==> config.mk <==
export PLATFORM = sky130hd
export DESIGN_NAME = dac_power_mode_control
export DESIGN_NICKNAME = d
export VERILOG_FILES = /design/src/core/dac_power_pkg.sv /design/src/core/dac_power_mode_control.sv /design/src/core/dac_setting_decode.sv
export SDC_FILE = /design/constraint.sdc
export NUM_CORES = 1
export LEC_CHECK = 0
export BUFFER_PORTS_ARGS = -buffer_cell sky130_fd_sc_hd__clkbuf_2
export CAP_MARGIN = 20
export CORE_MARGIN = 2
export CORE_UTILIZATION = 58
export CTS_BUF_LIST = sky130_fd_sc_hd__clkbuf_2 sky130_fd_sc_hd__clkbuf_4 sky130_fd_sc_hd__clkbuf_8
export DETAILED_ROUTE_END_ITERATION = 12
export PLACE_DENSITY_LB_ADDON = 0.12
export SLEW_MARGIN = 20
export SYNTH_ARGS = -nofsm -noshare
export SYNTH_HDL_FRONTEND = slang
export SYNTH_SLANG_ARGS = --single-unit
export TNS_END_PERCENT = 10
==> constraint.sdc <==
create_clock -name clk -period 2.75 [get_ports clk]
set_input_delay 0.4125 -clock clk [delete_from_list [all_inputs] [get_ports clk]]
set_output_delay 0.4125 -clock clk [all_outputs]
set_load 0.01 [all_outputs]
==> src/core/dac_power_pkg.sv <==
// Constants shared by the converter power-setting control block
package dac_power_pkg;
  // ==========================================================
  // APB register map (byte addresses)
  localparam logic [7:0] OFF_CMD = 8'h00;
  localparam logic [7:0] OFF_STATUS = 8'h04;
  localparam logic [7:0] OFF_DATA = 8'h08;
  localparam logic [7:0] OFF_TEMP = 8'h0C;
  localparam int ADDR_W = 8;
  localparam int DATA_W = 32;

  // ==========================================================
  // Command word layout in the command register
  localparam int CMD_CTRL_LSB = 16;
  localparam int CMD_MSB_LSB = 8;
  localparam int CMD_LSB_LSB = 0;

  // ==========================================================
  // Control byte fields; setting field of the MSB byte
  localparam int CTRL_PD_BIT = 0;
  localparam int CTRL_BRC_BIT = 2;
  localparam int CTRL_LSL_BIT = 4;
  localparam int CTRL_LSH_BIT = 5;
  localparam int SET_MSB = 7;
  localparam int SET_LSB = 5;

  typedef logic [1:0] load_type;
  localparam load_type LOAD_TEMP = 2'h0;
  localparam load_type LOAD_NOW = 2'h1;
  localparam load_type LOAD_FROM_TEMP = 2'h2;
  localparam load_type LOAD_BCAST = 2'h3;

  // ==========================================================
  // Power settings: top two bits give the termination
  typedef logic [2:0] setting_type;
  localparam setting_type SET_LOW_POWER = 3'h0;
  localparam setting_type SET_FAST = 3'h1;
  localparam logic [1:0] PD_NONE = 2'h0;
  localparam logic [1:0] PD_1K = 2'h1;
  localparam logic [1:0] PD_100K = 2'h2;
  localparam logic [1:0] PD_OPEN = 2'h3;
  localparam logic [15:0] DATA_RESET = 16'h0000;

  // ==========================================================
  // Status register fields
  localparam int ST_SET_LSB = 0;
  localparam int ST_SPEED_BIT = 3;
  localparam int ST_TSET_LSB = 4;
  localparam int ST_TPWR_BIT = 7;
  localparam int ST_PEND_BIT = 8;
endpackage : dac_power_pkg

==> src/core/dac_power_mode_control.sv <==
// Power-setting control of a 16-bit converter with APB access
//
// Chosen here: register access over APB and the address map.
`timescale 1ns/10ps
module dac_power_mode_control (
  input wire logic clk,
  input wire logic rstn,
  input wire logic psel,
  input wire logic penable,
  input wire logic pwrite,
  input wire logic [dac_power_pkg::ADDR_W-1:0] paddr,
  input wire logic [dac_power_pkg::DATA_W-1:0] pwdata,
  output logic [dac_power_pkg::DATA_W-1:0] prdata,
  output logic pready,
  output logic pslverr,
  input wire logic cmdDone,
  input wire logic [7:0] cmdCtrl,
  input wire logic [7:0] cmdMsb,
  input wire logic [7:0] cmdLsb,
  output logic [15:0] dacCode,
  output dac_power_pkg::setting_type powerSetting,
  output logic ampEnable,
  output logic fastSettle,
  output logic term1k,
  output logic term100k,
  output logic termOpen
);
  import dac_power_pkg::*;

  logic swPending;
  logic [23:0] swWord;
  logic speedSel;
  logic [15:0] tempWord;
  logic tempIsPower;
  setting_type tempSetting;
  logic apbWrite;
  logic apbSetup;
  logic cmdGo;
  logic [7:0] selCtrl;
  logic [7:0] selMsb;
  logic [7:0] selLsb;
  load_type loadSel;
  logic selPd;
  logic doApplySet;
  logic doLoadData;
  logic doStoreTemp;
  setting_type newSet;
  logic [15:0] newData;
  setting_type next_setting;
  logic next_speed;
  logic everLoaded;
  logic everSet;

  // ==========================================================
  // APB slave: one wait-free access phase, answer from flops
  assign apbSetup = psel && !penable;
  assign apbWrite = psel && penable && pready && pwrite;

  always_ff @(posedge clk or negedge rstn) begin
    if (!rstn) begin
      pready <= 1'b0;
      pslverr <= 1'b0;
      prdata <= '0;
    end else begin
      pready <= apbSetup;
      pslverr <= 1'b0;
      prdata <= '0;
      if (apbSetup) begin
        case (paddr)
          OFF_CMD: prdata <= {8'h00, swWord};
          OFF_STATUS: begin
            prdata[ST_SET_LSB +: 3] <= powerSetting;
            prdata[ST_SPEED_BIT] <= speedSel;
            prdata[ST_TSET_LSB +: 3] <= tempSetting;
            prdata[ST_TPWR_BIT] <= tempIsPower;
            prdata[ST_PEND_BIT] <= swPending;
          end
          OFF_DATA: prdata[15:0] <= dacCode;
          OFF_TEMP: prdata[15:0] <= tempWord;
          default: pslverr <= 1'b1;
        endcase
      end
    end
  end

  // ==========================================================
  // Software command: queued so a serial command never loses it
  always_ff @(posedge clk or negedge rstn) begin
    if (!rstn) begin
      swPending <= 1'b0;
      swWord <= '0;
    end else if (apbWrite && paddr == OFF_CMD) begin
      swPending <= 1'b1;
      swWord <= pwdata[23:0];
    end else if (!cmdDone) begin
      swPending <= 1'b0;
    end
  end

  // ==========================================================
  // Command decode; serial path wins over the queued one
  assign cmdGo = cmdDone || swPending;

  always_comb begin
    selCtrl = cmdDone ? cmdCtrl : swWord[CMD_CTRL_LSB +: 8];
    selMsb = cmdDone ? cmdMsb : swWord[CMD_MSB_LSB +: 8];
    selLsb = cmdDone ? cmdLsb : swWord[CMD_LSB_LSB +: 8];
    loadSel = {selCtrl[CTRL_LSH_BIT], selCtrl[CTRL_LSL_BIT]};
    selPd = selCtrl[CTRL_PD_BIT];
    doApplySet = 1'b0;
    doLoadData = 1'b0;
    doStoreTemp = 1'b0;
    // Only the top three bits count; low bits are ignored
    newSet = selMsb[SET_MSB:SET_LSB];
    newData = {selMsb, selLsb};
    case (loadSel)
      LOAD_TEMP: doStoreTemp = 1'b1;
      LOAD_NOW: begin
        doApplySet = selPd;
        doLoadData = !selPd;
        doStoreTemp = !selPd;
      end
      LOAD_FROM_TEMP: begin
        doApplySet = tempIsPower;
        doLoadData = !tempIsPower;
        newSet = tempSetting;
        newData = tempWord;
      end
      default: begin
        if (selCtrl[CTRL_BRC_BIT]) begin
          doApplySet = selPd;
          doLoadData = !selPd;
        end else begin
          doApplySet = tempIsPower;
          doLoadData = !tempIsPower;
          newSet = tempSetting;
          newData = tempWord;
        end
      end
    endcase
    if (!cmdGo) begin
      doApplySet = 1'b0;
      doLoadData = 1'b0;
      doStoreTemp = 1'b0;
    end
  end

  // ==========================================================
  // Temporary register holds either data or a setting
  always_ff @(posedge clk or negedge rstn) begin
    if (!rstn) begin
      tempWord <= DATA_RESET;
      tempIsPower <= 1'b0;
      tempSetting <= SET_LOW_POWER;
    end else if (doStoreTemp) begin
      tempIsPower <= selPd;
      if (selPd)
        tempSetting <= newSet;
      else
        tempWord <= newData;
    end
  end

  // ==========================================================
  // Converter data register: never touched by power-down
  always_ff @(posedge clk or negedge rstn) begin
    if (!rstn)
      dacCode <= DATA_RESET;
    else if (doLoadData)
      dacCode <= newData;
  end

  // ==========================================================
  // Active setting; cmdDone marks the LS acknowledge end
  always_comb begin
    next_setting = powerSetting;
    next_speed = speedSel;
    if (doApplySet) begin
      next_setting = newSet;
      if (newSet[2:1] == PD_NONE)
        next_speed = newSet[0];
    end else if (doLoadData) begin
      // Leaving power-down restores the last low/fast choice
      next_setting = {PD_NONE, speedSel};
    end
  end

  always_ff @(posedge clk or negedge rstn) begin
    if (!rstn) begin
      powerSetting <= SET_LOW_POWER;
      speedSel <= 1'b0;
    end else begin
      powerSetting <= next_setting;
      speedSel <= next_speed;
    end
  end

  dac_setting_decode decode (
    .clk(clk),
    .rstn(rstn),
    .setting(powerSetting),
    .ampEnable(ampEnable),
    .fastSettle(fastSettle),
    .term1k(term1k),
    .term100k(term100k),
    .termOpen(termOpen)
  );

  // ==========================================================
  // Checks
  always_ff @(posedge clk or negedge rstn) begin
    if (!rstn) begin
      everLoaded <= 1'b0;
      everSet <= 1'b0;
    end else begin
      everLoaded <= everLoaded || doLoadData;
      everSet <= everSet || doApplySet || doLoadData;
    end
  end
endmodule : dac_power_mode_control

==> src/core/dac_setting_decode.sv <==
// Registered decode of the power setting into output-stage controls
`timescale 1ns/10ps
module dac_setting_decode (
  input wire logic clk,
  input wire logic rstn,
  input wire dac_power_pkg::setting_type setting,
  output logic ampEnable,
  output logic fastSettle,
  output logic term1k,
  output logic term100k,
  output logic termOpen
);
  import dac_power_pkg::*;

  // ==========================================================
  // One-hot termination in power-down, none in normal use; amplifier is cut off in every power-down
  always_ff @(posedge clk or negedge rstn) begin
    if (!rstn) begin
      ampEnable <= 1'b1;
      fastSettle <= 1'b0;
      term1k <= 1'b0;
      term100k <= 1'b0;
      termOpen <= 1'b0;
    end else begin
      ampEnable <= (setting[2:1] == PD_NONE);
      fastSettle <= (setting == SET_FAST);
      term1k <= (setting[2:1] == PD_1K);
      term100k <= (setting[2:1] == PD_100K);
      termOpen <= (setting[2:1] == PD_OPEN);
    end
  end
endmodule : dac_setting_decode

## Word-level counts from Yosys, hierarchy flattened

Cells that the tools add are included.

| word-level totals | value |
|---|---|
| output and inout port bits | 58 |
| bits of input ports | 70 |
| word-level logic and storage cells | 71 |
| flip-flop bits (word level) | 104 |

| cells by class | value |
|---|---|
| equality and inequality tests | 10 |
| mux-type cells | 25 |
| bitwise operators | 1 |
| reduce and logical (&&, ||, !) cells | 19 |

Operators by type and width:

| kind | number |
|---|---|
| 9-bit case mux with 4 select lines | 1 |
| 32-bit two-way mux | 1 |
| 16-bit case mux with 2 select lines | 1 |
| 8-bit two-way mux | 3 |
| 7-bit case mux with 3 select lines | 1 |
| 8-bit by 4-bit == test with 1-bit output, second input constant | 2 |
| 16-bit two-way mux | 1 |
| 1-bit two-way mux | 9 |
| 3-bit two-way mux | 3 |
| 8-bit by 3-bit == test with 1-bit output, second input constant | 1 |
| 8-bit zero test | 1 |
| 2-bit == test, second input constant | 3 |
| 2-bit zero test | 3 |
| 6-bit two-way mux | 1 |
| 1-bit case mux with 3 select lines | 2 |
| 3-bit case mux with 2 select lines | 1 |
| 2-bit AND reduction | 3 |
| 1-bit logical AND | 5 |
| 2-bit by 1-bit == test with 1-bit output, second input constant | 2 |
| 4-bit OR reduction | 1 |
| 3-bit by 1-bit == test with 1-bit output, second input constant | 1 |
| 1-bit zero test | 3 |
| 2-bit by 1-bit != test with 1-bit output, second input constant | 1 |
| 1-bit case mux with 2 select lines | 1 |
| other kinds (4) | 4 |

## Longest topological paths before layout

Gate-level depths: netlist of run 1.

| logic depth | value |
|---|---|
| depth after elaboration | 7 |
| mapped depth | 8 |
| mapped depth without buffers | 5 |

## Hierarchy

A second synthesis of run 1 with hierarchy kept.

| unflattened totals | value |
|---|---|
| cells, all modules | 363 |
| area, all modules | 4,439.3 sq um |

By module, submodules not included:

| module | cells each | area each (sq um) | instances | seq. area each (sq um) |
|---|---|---|---|---|
| dac_power_mode_control | 353 | 4,276.6 | 1 | 2,277.2 |
| dac_setting_decode | 10 | 162.7 | 1 | 126.4 |

## Worst setup path after synthesis of run 1

Ideal clock, no wire load.

| path | value |
|---|---|
| kind | in2reg |
| start point | input port paddr[7] (netlist name) |
| end point | register swWord[10] |
| data required time | 2,625 ps |
| slack | 964 ps |
| setup time | 125 ps |
| path buffers | 1 |
| stages | 5 |
| data arrival time | 1,662 ps |
| cells stage by stage | nor2_1 -> nand3_1 -> nor4_4 -> buf_4 -> mux2_2 |

| on the way | value |
|---|---|
| cells in the longest elaborated chain, start to end | 2 |

Ends and longest elaborated chain:

| element | line | text |
|---|---|---|
| start: declaration | dac_power_mode_control.sv:11 | `input wire logic [dac_power_pkg::ADDR_W-1:0] paddr,` |
| 8-bit zero test | dac_power_mode_control.sv:92 | `end else if (apbWrite && paddr == OFF_CMD) begin` |
| 1-bit logical AND | dac_power_mode_control.sv:92 |  |
| end signal: assignment | dac_power_mode_control.sv:94 | `swWord <= pwdata[23:0];` |
| end: declaration | dac_power_mode_control.sv:31 | `logic [23:0] swWord;` |

No other way between the ends.
A chain may end at the register's enable or synchronous reset.

## Final worst setup path of run 1

| path | value |
|---|---|
| start point | input port cmdDone |
| end point | register tempWord[7] |

| on the way | value |
|---|---|
| cells in the longest elaborated chain, start to end | 5 |
| elaborated cells between the ends (all ways) | 14 |
| those cells by class | eq/ne: 2; mux: 6; bitwise: 1; reduce/logical: 5 |

Ends and longest elaborated chain:

| element | line | text |
|---|---|---|
| start: declaration | dac_power_mode_control.sv:16 | `input wire logic cmdDone,` |
| 6-bit two-way mux | dac_power_mode_control.sv:105 | `selCtrl = cmdDone ? cmdCtrl : swWord[CMD_CTRL_LSB +: 8];` |
| 2-bit by 1-bit == test with 1-bit output, or another cell as far along | dac_power_mode_control.sv:116 | `case (loadSel)` |
| 1-bit case mux with 2 select lines | dac_power_mode_control.sv:116 |  |
| 1-bit two-way mux | dac_power_mode_control.sv:141 | `if (!cmdGo) begin` |
| 2-bit AND reduction (no source line) | - |  |
| end signal: assignment | dac_power_mode_control.sv:160 | `tempWord <= newData;` |
| end: declaration | dac_power_mode_control.sv:33 | `logic [15:0] tempWord;` |

Several ways; a longest one is shown, not always the timed one.

==> metrics.md, run 1 <==
| Metric | Value |
|---|---|
| Routed Antenna Nets | `0` |
| Sequential power share | `0.518` |
| Setup WS pre-CTS | `0.434 ns` |
| Worst-margin pin slew | `0.583 ns` |
| P_sw | `858 uW` |
| N_diodes | `0` |
| Hold Path Class | `in2async` |
| CP max stage delay | `0.55 ns` |
| Crit-path max FO | `15` |
| Die Y | `91.7 um` |
| Final period util | `0.708` |
| Cts bufs inserted | `9` |
| Worst path arrival time | `2.19 ns` |
| Drt drc | `0` |
| Root buffer cell | `clkbuf_8` |
| Crit path setup slack, layout | `0.803 ns` |
| Worst slew margin | `0.611` |
| Setup_tns | `0 ns` |
| Deepest clock path buffer count | `2` |
| Post-Synthesis Cells | `347` |
| Critical path origin | `cmdDone` |
| # Post-CTS Setup Buffers | `0` |
| Clk_skew | `0.00965 ns` |
| CP Capture Type | `flip-flop` |
| RSZ-0062 raised after global routing | `no` |
| Synth warn | `0` |
| Wire length per cell | `17.0 um` |
| Share of layout cells above drive strength 1 | `0.446` |
| Initial antenna violation count | `0` |
| Worst skew pair latency | `0.36 ns` |
| Largest net degree at the start of global routing | `55` |
| Int Pwr | `2350 uW` |
| Number of enable flip-flop cells after synthesis | `0` |
| Synth Area in Compound Gates | `0.0592` |
| Layout area overhead | `19.5%` |
| Setup violators final | `0` |
| Cell variety after synth | `41` |
| Post-CTS resize count | `0` |
| CP Class | `in2reg` |
| Cell Pwr Density | `602 mW/mm^2` |
| Worst vdd ir | `0.363 mV` |
| Most used DFF post-synth | `dfrtp_1` |
| Num ports | `128` |
| Simple-gate area share of the yosys netlist | `0.0923` |
| Clock share of power | `0.315` |
| Flops & latches, synth | `96` |
| Final net count | `529` |
| # fillers | `553` |
| Core Area | `0.00737 mm^2` |
| Clock sink count | `96` |
| Leakage | `0.00280 uW` |
| H-tree Lvls | `3` |
| Post-Synth Adder-Cell Area | `0` |
| Die Area | `0.00841 mm^2` |
| Crit Reg-Reg Startpoint | `swWord[20]$_DFFE_PN0P_` |
| Storage element area | `0.00240 mm^2` |
| Combinational power share | `0.167` |
| Multi-input logic area | `0.00184 mm^2` |
| Post-synthesis sequential area ratio | `0.539` |
| Most frequent cells in the layout | `clkbuf_2 (106), dfrtp_1 (95), mux2_2 (54)` |
| Worst-path clk slew | `0.09 ns` |
| Startpoint Class | `input pin` |
| Tmin final | `1.95 ns` |
| Hold Fails Final Rpt | `0` |
| Multiplexer area fraction after synthesis | `0.253` |
| Slowest-stage cell, CP | `o32a_1` |
| Outcome | `complete, no violations` |
| Syn_area_per_cell | `12.9 um^2` |
| Post-Syn Area | `0.00446 mm^2` |
| Chip width | `91.7 um` |
| F_max | `514 MHz` |
| DR vias/cell | `5.47` |
| CP cell instances | `clkbuf_2, buf_4, o32a_1, buf_12, mux2_2` |
| Ys async rst share | `1.00` |
| Final Util | `0.724` |
| GP Congestion | `0.816` |
| Max-cap violations | `0` |
| Via count | `3,082` |
| Vias in the first global route | `3,064` |
| Hold buffer count at cts | `0` |
| Largest family of logic cells by synthesized area | `multiplexers` |
| Grt total ovfl | `0` |
| Initial Util | `0.605` |
| Reg2Reg Setup Slack | `0.86 ns` |
| Port Buffer Count | `107` |
| WP data required | `3.00 ns` |
| First-pass GRT wire length | `15,500 um` |
| GRT Overall Usage | `0.240` |
| Most common cell after layout, fill and taps aside | `clkbuf_2` |
| DRT Wirelength | `9590 um` |
| TritonCTS clock tree | `done` |
| Slew Limit Fails | `0` |
| Pre-antenna DRT Iters | `4` |
| Sw frac | `0.267` |
| Row Count | `31` |
| DRT iter0 DRCs | `169` |
| Synth Area in XOR/XNOR | `0` |
| Dpl hpwl | `6710 um` |
==> stage by stage <==
step,hold WS (ns),power (uW),instances,cell area [um^2]
final,0.0348,3210,563,5330
after global routing,0.0751,3360,563,5330
after CTS,0.0492,3230,563,5330
after detailed placement,0.439,2220,547,5110
after global placement,0.441,2200,547,5110
after floorplan,0.117,1990,354,4490
==> state kept, by name, indices dropped and copies added (netlist names) <==
register,flops
pready,1
speedSel,1
decode.ampEnable,1
dacCode,16
powerSetting,3
decode.termOpen,1
prdata,24
decode.fastSettle,1
decode.term100k,1
tempWord,16
decode.term1k,1
pslverr,1
swPending,1
tempSetting,3
tempIsPower,1
swWord,24
==> power by group through the flow <==
stage	sequential (uW)	combinational (uW)	clock, uW
after global routing	1680	592	1090
after CTS	1660	543	1020
final	1660	536	1010
after floorplan	1700	294	0
after global placement	1680	523	0
after detailed placement	1680	539	0
==> worst paths after layout <==
check                      cells after the start                          to
max                                            5     tempWord[7]$_DFFE_PN0P_
min                                            1     tempWord[4]$_DFFE_PN0P_
max reg2reg                                    6        speedSel$_DFFE_PN0P_
min reg2reg                                    1      swWord[23]$_DFFE_PN0P_
max in group asynchronous                      2  decode.ampEnable$_DFF_PN1_
min in group clk                               2      swWord[22]$_DFFE_PN0P_
==> synth_stat cells, drive strengths merged (2+ instances only) <==
cell type	number	area, um^2
nor2b	14	103
a22oi	7	52.6
nand4	5	31.3
nor2	22	82.6
mux2	59	664
and2	4	25.0
nand2	10	37.5
nand2b	5	31.3
o2bb2ai	2	17.5
mux2i	26	260
and3	8	50.1
inv	20	75.1
dfrtp	95	2380
clkbuf	3	11.3
nand3	2	10.0
a21oi	4	20.0
o21ai	11	55.1
mux4	9	203
o211ai	2	15.0
buf	24	165
==> routing by layer <==
layer / up-vias / global-route usage / part of all wire
met4: 0 / 0.0970 / 0.014
li1: 1434 / - / -
met2: 81 / 0.395 / 0.51
met1: 1557 / 0.327 / 0.44
met3: 10 / 0.0312 / 0.042
met5: - / 0 / 0
==> layout make-up <==
cell class                 count  share of cell area
clock inverter                 6              0.0155
tap                           99              0.0232
timing repair buffer         121               0.125
inverter                      20              0.0141
clock buffer                  10              0.0258
sequential                    96               0.451
multi-input combinational    211               0.346
==> cell families after synthesis <==
kind of cell           Yosys count
AND/OR/NAND/NOR                 74
other                            1
AO/OA/AOI/OAI                   35
flip-flops                      96
buffers and inverters           47
multiplexers                    94
==> critical path, delay by kind of cell <==
family,cells,cell delay (ns)
buffers and inverters,3,0.89
AOI/OAI and AO/OA,1,0.55
muxes,1,0.34
No activity file was read; power rests on OpenSTA's default activity.
==> inputs of run 2 (changes only) <==
--- a/config.mk
+++ b/config.mk
@@ -5,10 +5,11 @@
 export SDC_FILE = /design/constraint.sdc
 export NUM_CORES = 1
 export LEC_CHECK = 0
+export ABC_AREA = 1
 export BUFFER_PORTS_ARGS = -buffer_cell sky130_fd_sc_hd__clkbuf_2
 export CAP_MARGIN = 20
 export CORE_MARGIN = 2
-export CORE_UTILIZATION = 58
+export CORE_UTILIZATION = 54
 export CTS_BUF_LIST = sky130_fd_sc_hd__clkbuf_2 sky130_fd_sc_hd__clkbuf_4 sky130_fd_sc_hd__clkbuf_8
 export DETAILED_ROUTE_END_ITERATION = 12
 export PLACE_DENSITY_LB_ADDON = 0.12
==> constraint.sdc (replaced) <==
create_clock -name clk -period 1.8 [get_ports clk]
set_input_delay 0.27 -clock clk [delete_from_list [all_inputs] [get_ports clk]]
set_output_delay 0.27 -clock clk [all_outputs]
set_load 0.01 [all_outputs]
==> metrics.md, run 2 <==
| Metric | Value |
|---|---|
| Slew Limit Fails | `0` |
| Leakage | `0.00302 uW` |
| Syn_area_per_cell | `8.17 um^2` |
| Hold Path Class | `in2reg` |
| Yosys top cell area share | `0.514` |
| Num ports | `128` |
| Routed Antenna Nets | `0` |
| Setup crit end | `dacCode[3]$_DFFE_PN0P_` |
| Startpoint Class | `flip-flop` |
| Hold WS | `0.123 ns` |
| Critical path origin | `swWord[16]$_DFFE_PN0P_` |
| CP Capture Type | `flip-flop` |
| DRT Wirelength | `11,300 um` |
| Int Pwr | `3900 uW` |
| Most used DFF post-synth | `dfrtp_1` |
| Tmin final | `1.64 ns` |
| Clk_skew | `0.0122 ns` |
| Cell count of the worst reg-to-reg path | `11` |
| Chip width | `96.5 um` |
| Root buffer cell | `clkbuf_8` |
| Initial Util | `0.560` |
| Area after DPL | `0.00530 mm^2` |
| Wire length per cell | `14.4 um` |
| Final period util | `0.913` |
| Reg2Reg Setup Slack | `0.16 ns` |
| Post-synth top area cell | `dfrtp_1` |
| Synth warn | `0` |
| Layout area overhead | `20.3%` |
| Die Area | `0.00932 mm^2` |
| N_diodes | `0` |
| Top Registers | `prdata: 24 flops, swWord: 24 flops` |
| Grt total ovfl | `0` |
| Port Buffer Count | `107` |
| Hold Fails Final Rpt | `0` |
| Max-cap violations | `0` |
| Worst skew pair latency | `0.36 ns` |
| Deepest clock path buffer count | `2` |
| Cts bufs inserted | `9` |
| Most frequent cells in the layout | `nand2_1 (160), clkbuf_2 (106), dfrtp_1 (95)` |
| Share of layout cells above drive strength 1 | `0.269` |
| Clock share of power | `0.304` |
| Worst flop-to-flop path endpoint | `dacCode[3]$_DFFE_PN0P_` |
| Sw frac | `0.302` |
| Flops & latches, synth | `96` |
| First-pass GRT wire length | `18,300 um` |
| Post-route cell area | `0.00556 mm^2` |
| Row Count | `33` |
| Most frequent cell after synthesis | `nand2_1` |
| Crit-path max FO | `12` |
| Crit Reg-Reg Startpoint | `swWord[16]$_DFFE_PN0P_` |
| Outcome | `complete, no violations` |
| Initial antenna violation count | `0` |
| Worst path arrival time | `1.90 ns` |
| Placed instance count | `772` |
| Sequential power share | `0.494` |
| Layout Cells excl Fill | `789` |
| Worst-path clk slew | `0.10 ns` |
| Core Area | `0.00826 mm^2` |
| DR vias/cell | `5.18` |
| Setup violators final | `0` |
| Largest cells by area after synthesis | `dfrtp_1 (51%), nand2_1 (13%), nor2_1 (4.9%)` |
| Commonest cells in the netlist | `nand2_1 (160), dfrtp_1 (95), nor2_1 (60)` |
| Pre-antenna DRT Iters | `5` |
| Most common cell after layout, fill and taps aside | `nand2_1` |
| Die Y | `96.5 um` |
| Cell Pwr Density | `1000 mW/mm^2` |
| Worst vdd ir | `0.529 mV` |
| WP data required | `2.05 ns` |
| H-tree Lvls | `3` |
| Largest net degree at the start of global routing | `43` |
| P_sw | `1690 uW` |
| Final net count | `749` |
| Setup_tns | `0 ns` |
| Cell variety after synth | `30` |
| Final Util | `0.674` |
| GP Congestion | `0.935` |
| Post-Syn Area | `0.00462 mm^2` |
| Drt drc | `0` |
| DRT iter0 DRCs | `209` |
| Post-Synthesis Cells | `566` |
| Via count | `4,084` |
| CP Class | `reg2reg` |
| TritonCTS clock tree | `done` |
| Number of enable flip-flop cells after synthesis | `0` |
| F_max | `609 MHz` |
| GRT Overall Usage | `0.259` |
| Combinational power share | `0.202` |
| Dpl hpwl | `8370 um` |
| # Post-CTS Setup Buffers | `0` |
| RSZ-0062 raised after global routing | `no` |
| Post-synthesis sequential area ratio | `0.520` |
| Clock sink count | `96` |
| Vias in the first global route | `3,766` |
| Ys async rst share | `1.00` |
run 2: timing repair:
action / 4_1_cts / 5_1_grt
setup endpoints to repair: 0 / 5
gates resized for setup: 0 / 2
endpoints found under the hold margin: 27 / 0
hold buffers: 1 / 0
run 2: power by group through the flow:
stage,clock [uW],combinational [uW],sequential [uW]
after CTS,1720,1140,2760
after detailed placement,0,1130,2800
after global placement,0,1100,2790
after floorplan,0,595,2850
final,1700,1130,2760
after global routing,1820,1280,2800
run 2: routing by layer:
metal / vias up / wire [um] / GRT usage
met4: 0 / 161 / 0.0552
met3: 17 / 845 / 0.0566
met5: - / 0 / 0
li1: 1989 / - / -
met2: 159 / 5360 / 0.410
met1: 1919 / 4970 / 0.370
run 2: cell families (layout without fill, tap and decap cells):
logic type / after synthesis / after routing / synth area share
flip-flops: 96 / 96 / 0.520
AO/OA/AOI/OAI: 101 / 101 / 0.129
other: 1 / 8 / 0.000811
multiplexers: 3 / 3 / 0.00731
buffers and inverters: 97 / 208 / 0.0985
AND/OR/NAND/NOR: 268 / 268 / 0.244
run 2: critical path, cell delays in order (launching register included):
cell and delay [ns]:
dfrtp_1 0.37, inv_1 0.08, nand2_1 0.08, nand2_1 0.12
nand2_1 0.12, nand2_1 0.08, nand2_1 0.08, nand2_4 0.13
nand2_4 0.15, buf_4 0.20, nand2_1 0.07, o21ai_2 0.05
run 2: cell type report:
type	instances	area [um^2]
sequential	96	2400
clock buffer	9	124
fill	712	2700
timing repair buffer	126	733
clock inverter	7	119
tap	105	131
inverter	66	249
multi-input combinational	380	1800
run 2: metrics by stage:
stage | total power (uW) | worst slack, ns
6_report | 5590 | 0.157
5_1_grt | 5900 | 0.0106
4_1_cts | 5610 | 0.139
3_5_place_dp | 3930 | 0.0134
3_3_place_gp | 3890 | 0.0380
2_1_floorplan | 3440 | 0.372
run 2: worst min-delay path by stage:
stage / start / endpoint / slack (ns) / cells after the start
floorplan: rstn / dacCode[0]$_DFFE_PN0P_ / -0.03 / 0
global placement: rstn / prdata[19]$_DFF_PN0_ / 0.23 / 1
detailed placement: rstn / prdata[19]$_DFF_PN0_ / 0.23 / 1
CTS: pwdata[19] / swWord[19]$_DFFE_PN0P_ / 0.12 / 3
global route: pwdata[17] / swWord[17]$_DFFE_PN0P_ / 0.13 / 3
finish: pwdata[19] / swWord[19]$_DFFE_PN0P_ / 0.12 / 3
==> inputs of run 3 (changes only) <==
--- a/config.mk
+++ b/config.mk
@@ -9,7 +9,7 @@
 export BUFFER_PORTS_ARGS = -buffer_cell sky130_fd_sc_hd__clkbuf_2
 export CAP_MARGIN = 20
 export CORE_MARGIN = 2
-export CORE_UTILIZATION = 54
+export CORE_UTILIZATION = 39
 export CTS_BUF_LIST = sky130_fd_sc_hd__clkbuf_2 sky130_fd_sc_hd__clkbuf_4 sky130_fd_sc_hd__clkbuf_8
 export DETAILED_ROUTE_END_ITERATION = 12
 export PLACE_DENSITY_LB_ADDON = 0.12
==> metrics.md, run 3 (synthesized netlist as in run 2, its figures left out) <==
| Metric | Value |
|---|---|
| Design Power | `5430 uW` |
| Die Y | `113 um` |
| Dpl hpwl | `9010 um` |
| Cts bufs inserted | `9` |
| H-tree Lvls | `3` |
| Worst skew pair latency | `0.38 ns` |
| Core Area | `0.0115 mm^2` |
| Clock sink count | `96` |
| First-pass GRT wire length | `19,500 um` |
| RSZ-0062 raised after global routing | `no` |
| CP Class | `reg2reg` |
| DR vias/cell | `4.80` |
| Hold Path Class | `in2reg` |
| Worst-path clk slew | `0.09 ns` |
| Post-route cell area | `0.00559 mm^2` |
| DRT Wirelength | `12,300 um` |
| Drt drc | `11` |
| Initial Util | `0.401` |
| N_diodes | `0` |
| Max-cap violations | `0` |
| F_max | `616 MHz` |
| Outcome | `finished with violations` |
| Share of layout cells above drive strength 1 | `0.270` |
| Hold Fails Final Rpt | `0` |
| Setup_tns | `0 ns` |
| Violated checks | `design-rule violations` |
| Vias in the first global route | `3,794` |
| Most common cell after layout, fill and taps aside | `nand2_1` |
| Initial antenna violation count | `0` |
| Most frequent cells in the layout | `nand2_1 (160), clkbuf_2 (106), dfrtp_1 (95)` |
| Port Buffer Count | `107` |
| Clk_skew | `0.0122 ns` |
| Area after DPL | `0.00537 mm^2` |
| TritonCTS clock tree | `done` |
| Post-CTS resize count | `0` |
| Startpoint Class | `flip-flop` |
| DRT iter0 DRCs | `375` |
| Routed Antenna Nets | `0` |
| Largest net degree at the start of global routing | `43` |
| WP data required | `2.08 ns` |
| Crit-path max FO | `22` |
| Pre-antenna DRT Iters | `9` |
| # fillers | `1,142` |
| Slew Limit Fails | `0` |
| Row Count | `39` |
| Via count | `3,978` |
| Final Util | `0.485` |
| Layout area overhead | `20.9%` |
| Tmin final | `1.62 ns` |
| Die Area | `0.0127 mm^2` |
| Setup violators final | `0` |
| GP Congestion | `0.875` |
| Chip width | `113 um` |
| Root buffer cell | `clkbuf_8` |
| Deepest clock path buffer count | `2` |
| Placed instance count | `811` |
| Top Registers | `prdata: 24 flops, swWord: 24 flops` |
| Leakage | `0.00302 uW` |
| CP Capture Type | `flip-flop` |
| Final period util | `0.902` |
| Cell Pwr Density | `972 mW/mm^2` |
| Grt total ovfl | `0` |
| Worst vdd ir | `0.451 mV` |
| Final net count | `750` |
| GRT Overall Usage | `0.199` |
| Hold buffer count at cts | `1` |
| Num ports | `128` |
| Layout Cells excl Fill | `828` |
| Wire length per cell | `14.8 um` |
| # Post-CTS Setup Buffers | `0` |
| Worst path arrival time | `1.90 ns` |
-- run 3: report_power, final --
part / leakage, uW / internal [uW] / total, uW / switching (uW)
Sequential: 0.00117 / 2490 / 2770 / 276
Combinational: 0.00174 / 485 / 1140 / 652
Clock: 0.000107 / 767 / 1530 / 760
-- run 3: cell type report --
class,instances,area (um^2),share of cell area
repair buffers,127,753,0.135
clock inverters,2,37.5,0.00672
flip-flops and latches,96,2400,0.430
clock buffers,14,174,0.0311
well taps,143,179,0.0320
multi-input cells,380,1790,0.321
inverters,66,249,0.0445
-- run 3: worst paths after layout --
kind / start / end / slack, ns / depth (start not counted)
worst max register to register: swWord[21]$_DFFE_PN0P_ / tempWord[4]$_DFFE_PN0P_ / 0.18 / 10
max in group asynchronous: rstn / decode.ampEnable$_DFF_PN1_ / 0.85 / 3
worst min register to register: swWord[19]$_DFFE_PN0P_ / swWord[19]$_DFFE_PN0P_ / 0.49 / 2
min in group asynchronous: rstn / prdata[13]$_DFF_PN0_ / 0.34 / 2
worst min-delay path: pwdata[23] / swWord[23]$_DFFE_PN0P_ / 0.13 / 3
worst max-delay path: swWord[21]$_DFFE_PN0P_ / tempWord[4]$_DFFE_PN0P_ / 0.18 / 10
-- run 3: layer usage --
metal  global-route usage  vias to the layer above  share of wire
li1                     -                     1992              -
met1                0.285                     1868           0.49
met2                0.306                      105           0.44
met3               0.0316                       13          0.051
met4               0.0732                        0          0.017
met5                    0                        -              0
-- run 3: per-stage QoR --
step,worst slack [ns],hold WS [ns]
floorplan,0.372,-0.0256
global placement,0.0928,0.200
detailed placement,0.0400,0.203
CTS,0.184,0.120
global route,0.0307,0.130
finish,0.176,0.127
-- run 3: worst max-delay path, stage by stage (launching register included) --
cell and delay (ns):
dfrtp_1 0.36, inv_1 0.09, nand2_1 0.09, nand2_4 0.11, clkinv_2 0.07, nand2_2 0.20
buf_12 0.21, nand2_1 0.07, o21ai_1 0.14, nand2_1 0.08, o21a_1 0.11
